**config.mk**
```make
export PLATFORM = sky130hd
export DESIGN_NAME = flash_program_host
export DESIGN_NICKNAME = d
export VERILOG_FILES = /design/src/flash_host_pkg.sv /design/src/flash_pin_sync.sv /design/src/flash_program_host.sv
export SDC_FILE = /design/constraint.sdc
export NUM_CORES = 1
export LEC_CHECK = 0
export ABC_CLOCK_PERIOD_IN_PS = 5420
export BUFFER_PORTS_ARGS = -buffer_cell sky130_fd_sc_hd__buf_2
export CELL_PAD_IN_SITES_DETAIL_PLACEMENT = 0
export CELL_PAD_IN_SITES_GLOBAL_PLACEMENT = 1
export CORE_MARGIN = 3
export CORE_UTILIZATION = 40
export DETAILED_ROUTE_END_ITERATION = 6
export GPL_TIMING_DRIVEN = 0
export MAX_ROUTING_LAYER = met4
export PLACE_DENSITY_LB_ADDON = 0.12
export SLEW_MARGIN = 20
export SYNTH_ARGS = -nofsm -noshare
export SYNTH_HDL_FRONTEND = slang
export SYNTH_SLANG_ARGS = --single-unit
export TNS_END_PERCENT = 1
```
**constraint.sdc**
```tcl
create_clock -name i_ref_clk -period 5.42 [get_ports i_ref_clk]
set_input_delay 0.271 -clock i_ref_clk [delete_from_list [all_inputs] [get_ports i_ref_clk]]
set_output_delay 0.271 -clock i_ref_clk [all_outputs]
set_load 0.02 [all_outputs]
```
**src/flash_host_pkg.sv**
```systemverilog
// constants for the flash program-and-poll host controller
package flash_host_pkg;
   localparam int CLK_PERIOD_NS = 50;

   // bus timing seen from the host side
   localparam int T_WP_NS = 100;
   localparam int T_WPH_NS = 50;
   localparam int T_ACC_NS = 120;
   localparam int T_OEH_NS = 50;
   localparam int T_RP_NS = 10000;
   localparam int T_READY_NS = 20000;

   // least times round up, never below one cycle
   function automatic int min_cycles(input int ns);
      int c;
      c = (ns + CLK_PERIOD_NS - 1) / CLK_PERIOD_NS;
      return (c < 1) ? 1 : c;
   endfunction

   localparam int SYNC_LAT = 4;
   localparam int WP_CYC = min_cycles(T_WP_NS);
   localparam int WPH_CYC = min_cycles(T_WPH_NS);
   localparam int RD_CYC = min_cycles(T_ACC_NS) + SYNC_LAT;
   localparam int OEH_CYC = min_cycles(T_OEH_NS);
   localparam int RP_CYC = min_cycles(T_RP_NS);
   localparam int READY_CYC = min_cycles(T_READY_NS);
   localparam int CNT_W = 10;

   // command cycles
   localparam logic [10:0] UNLOCK_ADDR_1 = 11'h555;
   localparam logic [10:0] UNLOCK_ADDR_2 = 11'h2aa;
   localparam logic [7:0] UNLOCK_DATA_1 = 8'haa;
   localparam logic [7:0] UNLOCK_DATA_2 = 8'h55;
   localparam logic [7:0] CMD_PROGRAM = 8'ha0;
   localparam logic [7:0] CMD_RESET = 8'hf0;
   localparam logic [1:0] PROG_LAST_STEP = 2'h3;
   localparam logic [1:0] CMD_STEP = 2'h2;

   // status byte positions
   localparam int DATA_POLL_BIT = 7;
   localparam int TOGGLE_BIT_ONE = 6;
   localparam int TIMEOUT_FLAG_BIT = 5;
   localparam int ERASE_WINDOW_BIT = 3;
   localparam int TOGGLE_BIT_TWO = 2;

   // software register map
   localparam logic [3:0] REG_CTRL = 4'h0;
   localparam logic [3:0] REG_ADDR = 4'h4;
   localparam logic [3:0] REG_DATA = 4'h8;
   localparam logic [3:0] REG_STATUS = 4'hc;
   localparam int CTRL_PROGRAM = 0;
   localparam int CTRL_RESET_CMD = 1;
   localparam int CTRL_HW_RESET = 2;
   localparam int ST_BUSY = 0;
   localparam int ST_DONE = 1;
   localparam int ST_FAIL = 2;
   localparam int ST_TIMEOUT = 3;
   localparam int ST_READY = 4;
   localparam int ST_LAST_LO = 8;
endpackage

```
**src/flash_pin_sync.sv**
```systemverilog
// three-stage input synchroniser with agreement filter
`timescale 1ns/1ps
`default_nettype none
module flash_pin_sync #(
   parameter int W = 9
) (
   input wire logic i_ref_clk,
   input wire logic i_rst,
   input wire logic [W-1:0] i_d,
   output logic [W-1:0] o_q
);
   logic [W-1:0] ff1_r;
   logic [W-1:0] ff2_r;
   logic [W-1:0] ff3_r;

   always_ff @(posedge i_ref_clk or posedge i_rst) begin
      if (i_rst) begin
         ff1_r <= '0;
         ff2_r <= '0;
         ff3_r <= '0;
         o_q <= '0;
      end else begin
         ff1_r <= i_d;
         ff2_r <= ff1_r;
         ff3_r <= ff2_r;
         // a change counts only once two stages agree
         if (ff2_r == ff3_r) begin
            o_q <= ff3_r;
         end
      end
   end
endmodule
`default_nettype wire

```
**src/flash_program_host.sv**
```systemverilog
// host controller: program command, status polling and reset of a parallel flash
//
// Operation
// - three writes: two unlocks, then program code
// - fourth write carries target address and data
// - host reads status twice, compares toggle
// - toggling with timeout set: recheck, then reset
// - interrupted polling restarts from first read
// - after timeout host writes reset command
// - host polls at a valid sector address
`timescale 1ns/1ps
`default_nettype none
module flash_program_host #(
   parameter int ADDR_W = 18
) (
   input wire logic i_ref_clk,
   input wire logic i_rst,
   input wire logic [3:0] i_reg_addr,
   input wire logic [31:0] i_reg_wdata,
   input wire logic i_reg_wr,
   input wire logic i_reg_rd,
   output logic [31:0] o_reg_rdata,
   output logic [ADDR_W-1:0] o_flash_addr,
   output logic [7:0] o_flash_dq,
   output logic o_flash_dq_oe_n,
   input wire logic [7:0] i_flash_dq,
   output logic o_flash_ce_n,
   output logic o_flash_we_n,
   output logic o_flash_oe_n,
   output logic o_flash_reset_n,
   input wire logic i_ready_busy
);
   typedef enum logic [3:0] {
      IDLE, WR_SETUP, WR_LOW, WR_HIGH, RD_START, RD_WAIT, RD_GAP, RST_PULSE, RST_WAIT
   } fsm_t;
   typedef enum logic {MODE_PROG, MODE_RST_CMD} mode_t;

   typedef struct packed {
      fsm_t fsm;
      mode_t mode;
      logic [1:0] step;
      logic [flash_host_pkg::CNT_W-1:0] cnt;
      logic [ADDR_W-1:0] addr;
      logic [7:0] wdata;
      logic tog_a;
      logic tog_b;
      logic second;
      logic recheck;
      logic busy;
      logic done;
      logic fail;
      logic tmo;
      logic [7:0] status;
      logic [31:0] rdata;
      logic [ADDR_W-1:0] faddr;
      logic [7:0] fdq;
      logic fdq_oe_n;
      logic ce_n;
      logic we_n;
      logic oe_n;
      logic rst_n;
   } state_t;

   state_t s;
   state_t n;
   logic [8:0] pins_q;

   flash_pin_sync #(.W(9)) u_sync (
      .i_ref_clk(i_ref_clk),
      .i_rst(i_rst),
      .i_d({i_ready_busy, i_flash_dq}),
      .o_q(pins_q)
   );

   function automatic logic [ADDR_W-1:0] cmd_addr(input mode_t m, input logic [1:0] st,
                                                  input logic [ADDR_W-1:0] tgt);
      if (m == MODE_RST_CMD) begin
         return ADDR_W'(flash_host_pkg::UNLOCK_ADDR_1);
      end
      unique case (st)
         2'h0: return ADDR_W'(flash_host_pkg::UNLOCK_ADDR_1);
         2'h1: return ADDR_W'(flash_host_pkg::UNLOCK_ADDR_2);
         2'h2: return ADDR_W'(flash_host_pkg::UNLOCK_ADDR_1);
         2'h3: return tgt;
      endcase
   endfunction

   function automatic logic [7:0] cmd_data(input mode_t m, input logic [1:0] st,
                                           input logic [7:0] d);
      if (m == MODE_RST_CMD) begin
         return flash_host_pkg::CMD_RESET;
      end
      unique case (st)
         2'h0: return flash_host_pkg::UNLOCK_DATA_1;
         2'h1: return flash_host_pkg::UNLOCK_DATA_2;
         2'h2: return flash_host_pkg::CMD_PROGRAM;
         2'h3: return d;
      endcase
   endfunction

   function automatic logic is_last(input mode_t m, input logic [1:0] st);
      return (m == MODE_RST_CMD) || (st == flash_host_pkg::PROG_LAST_STEP);
   endfunction

   always_comb begin
      n = s;
      n.rdata = '0;
      if (i_reg_rd) begin
         case (i_reg_addr)
            flash_host_pkg::REG_ADDR: n.rdata = 32'(s.addr);
            flash_host_pkg::REG_DATA: n.rdata = 32'(s.wdata);
            flash_host_pkg::REG_STATUS: begin
               n.rdata[flash_host_pkg::ST_BUSY] = s.busy;
               n.rdata[flash_host_pkg::ST_DONE] = s.done;
               n.rdata[flash_host_pkg::ST_FAIL] = s.fail;
               n.rdata[flash_host_pkg::ST_TIMEOUT] = s.tmo;
               n.rdata[flash_host_pkg::ST_READY] = pins_q[8];
               n.rdata[flash_host_pkg::ST_LAST_LO +: 8] = s.status;
            end
            default: n.rdata = '0;
         endcase
      end
      // orders are ignored while an operation runs
      if (i_reg_wr && !s.busy) begin
         case (i_reg_addr)
            flash_host_pkg::REG_ADDR: n.addr = i_reg_wdata[ADDR_W-1:0];
            flash_host_pkg::REG_DATA: n.wdata = i_reg_wdata[7:0];
            flash_host_pkg::REG_CTRL: begin
               if (i_reg_wdata[flash_host_pkg::CTRL_HW_RESET]) begin
                  n.busy = 1'b1;
                  n.done = 1'b0;
                  n.rst_n = 1'b0;
                  n.cnt = flash_host_pkg::CNT_W'(flash_host_pkg::RP_CYC);
                  n.fsm = RST_PULSE;
               end else if (i_reg_wdata[flash_host_pkg::CTRL_PROGRAM] ||
                            i_reg_wdata[flash_host_pkg::CTRL_RESET_CMD]) begin
                  n.busy = 1'b1;
                  n.done = 1'b0;
                  n.fail = 1'b0;
                  n.tmo = 1'b0;
                  n.step = 2'h0;
                  n.mode = i_reg_wdata[flash_host_pkg::CTRL_PROGRAM] ? MODE_PROG : MODE_RST_CMD;
                  n.fsm = WR_SETUP;
               end
            end
            default: ;
         endcase
      end
      unique case (s.fsm)
         IDLE: ;
         WR_SETUP: begin
            // address and data settle one cycle before the strobe falls
            n.ce_n = 1'b0;
            n.faddr = cmd_addr(s.mode, s.step, s.addr);
            n.fdq = cmd_data(s.mode, s.step, s.wdata);
            n.fdq_oe_n = 1'b0;
            n.we_n = 1'b1;
            n.cnt = flash_host_pkg::CNT_W'(flash_host_pkg::WP_CYC);
            n.fsm = WR_LOW;
         end
         WR_LOW: begin
            // strobe falls a cycle after address, chip enable and data, so the latch never races
            n.we_n = 1'b0;
            if (!s.we_n && s.cnt == flash_host_pkg::CNT_W'(1)) begin
               n.we_n = 1'b1;
               n.cnt = flash_host_pkg::CNT_W'(flash_host_pkg::WPH_CYC);
               n.fsm = WR_HIGH;
            end else if (!s.we_n) begin
               n.cnt = s.cnt - flash_host_pkg::CNT_W'(1);
            end
         end
         WR_HIGH: begin
            if (s.cnt == flash_host_pkg::CNT_W'(1)) begin
               n.fdq_oe_n = 1'b1;
               if (!is_last(s.mode, s.step)) begin
                  n.step = s.step + 2'h1;
                  n.fsm = WR_SETUP;
               end else if (s.mode == MODE_PROG) begin
                  // polling stays at the target address
                  n.faddr = s.addr;
                  n.second = 1'b0;
                  n.recheck = 1'b0;
                  n.fsm = RD_START;
               end else begin
                  n.busy = 1'b0;
                  n.done = !s.fail;
                  n.ce_n = 1'b1;
                  n.fsm = IDLE;
               end
            end else begin
               n.cnt = s.cnt - flash_host_pkg::CNT_W'(1);
            end
         end
         RD_START: begin
            n.oe_n = 1'b0;
            n.cnt = flash_host_pkg::CNT_W'(flash_host_pkg::RD_CYC);
            n.fsm = RD_WAIT;
         end
         RD_WAIT: begin
            if (s.cnt == flash_host_pkg::CNT_W'(1)) begin
               // oe must rise between reads, else the toggle bit never moves
               n.oe_n = 1'b1;
               n.status = pins_q[7:0];
               n.cnt = flash_host_pkg::CNT_W'(flash_host_pkg::OEH_CYC);
               n.fsm = RD_GAP;
               if (!s.second) begin
                  n.tog_a = pins_q[flash_host_pkg::TOGGLE_BIT_ONE];
                  n.second = 1'b1;
               end else begin
                  n.tog_b = pins_q[flash_host_pkg::TOGGLE_BIT_ONE];
                  n.second = 1'b0;
                  if (pins_q[flash_host_pkg::TOGGLE_BIT_ONE] == s.tog_a) begin
                     // stable toggle: byte is now array data, check both bits
                     n.busy = 1'b0;
                     n.ce_n = 1'b1;
                     n.fsm = IDLE;
                     if (pins_q[flash_host_pkg::DATA_POLL_BIT] ==
                            s.wdata[flash_host_pkg::DATA_POLL_BIT] &&
                         pins_q[flash_host_pkg::TOGGLE_BIT_ONE] ==
                            s.wdata[flash_host_pkg::TOGGLE_BIT_ONE]) begin
                        n.done = 1'b1;
                     end else begin
                        n.fail = 1'b1;
                     end
                  end else if (s.recheck) begin
                     n.fail = 1'b1;
                     n.mode = MODE_RST_CMD;
                     n.step = 2'h0;
                     n.fsm = WR_SETUP;
                  end else if (pins_q[flash_host_pkg::TIMEOUT_FLAG_BIT]) begin
                     n.tmo = 1'b1;
                     n.recheck = 1'b1;
                  end
               end
            end else begin
               n.cnt = s.cnt - flash_host_pkg::CNT_W'(1);
            end
         end
         RD_GAP: begin
            if (s.cnt == flash_host_pkg::CNT_W'(1)) begin
               n.fsm = RD_START;
            end else begin
               n.cnt = s.cnt - flash_host_pkg::CNT_W'(1);
            end
         end
         RST_PULSE: begin
            if (s.cnt == flash_host_pkg::CNT_W'(1)) begin
               n.rst_n = 1'b1;
               n.cnt = flash_host_pkg::CNT_W'(flash_host_pkg::READY_CYC);
               n.fsm = RST_WAIT;
            end else begin
               n.cnt = s.cnt - flash_host_pkg::CNT_W'(1);
            end
         end
         RST_WAIT: begin
            if (s.cnt == flash_host_pkg::CNT_W'(1)) begin
               n.busy = 1'b0;
               n.done = 1'b1;
               n.fsm = IDLE;
            end else begin
               n.cnt = s.cnt - flash_host_pkg::CNT_W'(1);
            end
         end
         default: n.fsm = IDLE;
      endcase
   end

   always_ff @(posedge i_ref_clk or posedge i_rst) begin
      if (i_rst) begin
         s <= '0;
         s.fsm <= IDLE;
         s.mode <= MODE_PROG;
         s.fdq_oe_n <= 1'b1;
         s.ce_n <= 1'b1;
         s.we_n <= 1'b1;
         s.oe_n <= 1'b1;
         s.rst_n <= 1'b1;
      end else begin
         s <= n;
      end
   end

   assign o_reg_rdata = s.rdata;
   assign o_flash_addr = s.faddr;
   assign o_flash_dq = s.fdq;
   assign o_flash_dq_oe_n = s.fdq_oe_n;
   assign o_flash_ce_n = s.ce_n;
   assign o_flash_we_n = s.we_n;
   assign o_flash_oe_n = s.oe_n;
   assign o_flash_reset_n = s.rst_n;
endmodule
`default_nettype wire

```
==> results.ini <==
[worst_setup_path]
path_delay_family = simple AND/OR/NAND/NOR gates
cp.required_ns = 5.74
end_kind = flop
slowest_delay_ns = 0.48
cp_cell_sequence = clkbuf_1 > nor2_1 > nand3_2 > o21a_1 > a21oi_4 > buf_12 > mux2_4
worst_path_max_delay_cell = nor2_1
path_class = reg2reg
start_kind = flop
worstPathArrival_ns = 2.79
cp_max_fo = 10
crit_buf_inv = 2

[synth]
synthesis.instances = 655
ys_async_sr_fraction = 1.000
ys_seq_area_frac = 0.5071
synth-seq-cells = 143
syn-cell-area_mm2 = 0.007069
ys_warn_count = 0
postSynthAreaPerCell_um2 = 10.79
ys_types = 70
ys.flop_type = dfrtp_1
synth-edff-count = 0

[outcome]
outcome = finished, final reports clean

[route]
post-route-drc-count = 0
first_pass_iters = 5
vias = 5298
via_per_inst = 5.235
post_drt_wl_per_cell_um = 17.84
final_antenna_net_count = 0
wl_um = 18060
drt_first_iter_violations = 303

[place]
gp_congestion = 0.8965
io_buffer_count = 81
post-dp-hpwl_um = 13160
pre_cts_slack_ns = 2.948

[final_layout]
drive_above_1_share = 0.3346
final_common_cell = dfrtp_1
nets = 834
antenna_cells = 0
layout_common_cells = 138 x dfrtp_1, 92 x buf_2, 60 x buf_4
area_delta_synth_final_pct = 20.81

[sta]
hold_viol_final = 0
skew_ns = 0.01447
fin_crit_ns = 2.476
slew_headroom = 0.3146
maxSlewViolCount = 0
fmax_ghz = 0.4038
max_slew.worst_pin.slew_ns = 1.020
finalSetupViolCount = 0
setup_ws_ns = 2.944
finalCritPeriodShare = 0.4569
rsz0062_at_grt = false
fin_hold_ws_ns = 0.06995

[clock_network]
cts_buffers = 17
cts_max_path_buffers = 2
insertion_delay_ns = 0.43
cts_tree = yes
h-tree-depth = 4
postCtsSetupBuffers = 0
postCtsHoldBufs = 10
root_buffer = clkbuf_16
path_clk_slew_ns = 0.07
cts.sinks = 143
cts_resized = 0

[floorplan]
start_util = 0.4174
num_rows = 47
io_pins = 112
dieArea_mm2 = 0.01930
die_y_um = 138.9
coreArea_mm2 = 0.01694
die_w_um = 138.9

[global_routing]
grt_pass1_wl_um = 28920
grt_pass1_vias = 5183
track_usage = 0.1950
grt_start_max_net_pins = 106
overflow = 0
antenna_found_initial = 0

[job]
drv_cap = 0

[power]
power_density_mw_per_mm2 = 457.4
ir_drop_v = 0.0002330
leakagePower_nw = 4.013

[worst_hold_path]
hold_class = in2reg

[per-stage QoR]
step | setup TNS, ns | power [mW] | area [µm²] | util | std cells
floorplan | 0 | 2.360 | 7118 | - | 668
global placement | -44.46 | 2.712 | 7799 | 0.4605 | 969
detailed placement | 0 | 2.737 | 7834 | 0.4625 | 970
CTS | 0 | 3.932 | 8541 | 0.5043 | 1012
global route | 0 | 4.131 | 8541 | 0.5043 | 1012
finish | 0 | 3.906 | 8541 | 0.5043 | 1012
[registers in the layout, indices dropped and copies added, names as in the netlist]
name             flops
s                   58
o_flash_addr        18
o_reg_rdata         18
u_sync.ff1_r         9
u_sync.ff2_r         9
u_sync.ff3_r         9
u_sync.o_q           9
o_flash_dq           8
o_flash_ce_n         1
o_flash_dq_oe_n      1
o_flash_oe_n         1
o_flash_reset_n      1
o_flash_we_n         1
[path summary, 6_finish.rpt]
kind / end / start / slack (ns) / cells after the start
worst max-delay path: o_flash_addr[0]$_DFFE_PP0P_ / s[109]$_DFF_PP0_ / 2.94 / 7
worst min-delay path: s[103]$_DFFE_PP0P_ / i_reg_wdata[16] / 0.07 / 2
worst max register to register: o_flash_addr[0]$_DFFE_PP0P_ / s[109]$_DFF_PP0_ / 2.94 / 7
worst min register to register: u_sync.ff2_r[7]$_DFF_PP0_ / u_sync.ff1_r[7]$_DFF_PP0_ / 0.35 / 0
max in group asynchronous: o_flash_ce_n$_DFFE_PP1P_ / i_rst / 4.23 / 4
min in group asynchronous: o_flash_addr[12]$_DFFE_PP0P_ / i_rst / 0.36 / 3
[synth_stat cells, types with 8 or more instances]
library cell / n / area, µm²
a21oi_1: 39 / 195.2
a22oi_1: 9 / 67.56
a31oi_1: 8 / 50.05
buf_2: 11 / 55.05
buf_4: 60 / 450.4
clkbuf_1: 15 / 56.30
dfrtp_1: 138 / 3453
inv_1: 16 / 60.06
mux2_2: 56 / 630.6
mux2i_1: 18 / 180.2
nand2_1: 52 / 195.2
nand3_1: 15 / 75.07
nor2_1: 41 / 153.9
nor3_1: 8 / 40.04
o21ai_0: 36 / 180.2
xnor2_1: 10 / 87.58
[kinds of logic after synthesis]
family	synth area share
compound gates	0.1303
xor+xnor	0.01734
fa+ha+maj	0.01062
buf+inv	0.09292
flops	0.5071
mux	0.1211
other cells	0.0005305
simple gates	0.1202
[routing by layer]
layer | global-route usage | part of all wire | vias up | wire [µm]
li1 | - | - | 2510 | -
met1 | 0.2561 | 0.45 | 2614 | 8164
met2 | 0.3066 | 0.48 | 149 | 8730
met3 | 0.04138 | 0.045 | 25 | 811
met4 | 0.05767 | 0.019 | 0 | 351
met5 | - | 0 | - | 0
[layout make-up]
class	count	area [µm²]
fillers	1552	8396
well taps	220	275.3
plain buffers	91	596.8
clock buffers	18	439.2
multi-input cells	418	2877
inverters	16	67.56
repair buffers	92	533.0
clock inverters	14	167.7
flip-flops and latches	143	3585
[where the power goes]
group | internal [mW] | total (mW) | switching (mW)
clock | 0.670 | 1.18 | 0.515
combinational | 0.542 | 1.28 | 0.740
sequential | 1.27 | 1.44 | 0.173
[worst reg2reg max path, delay by kind of cell, from the launching register on]
kind | cells | cell delay [ns]
compound gates | 2 | 0.63
buf+inv | 2 | 0.41
mux | 1 | 0.30
simple gates | 2 | 0.67
flops | 1 | 0.36
Note: power is estimated with default switching activity, not from simulation.
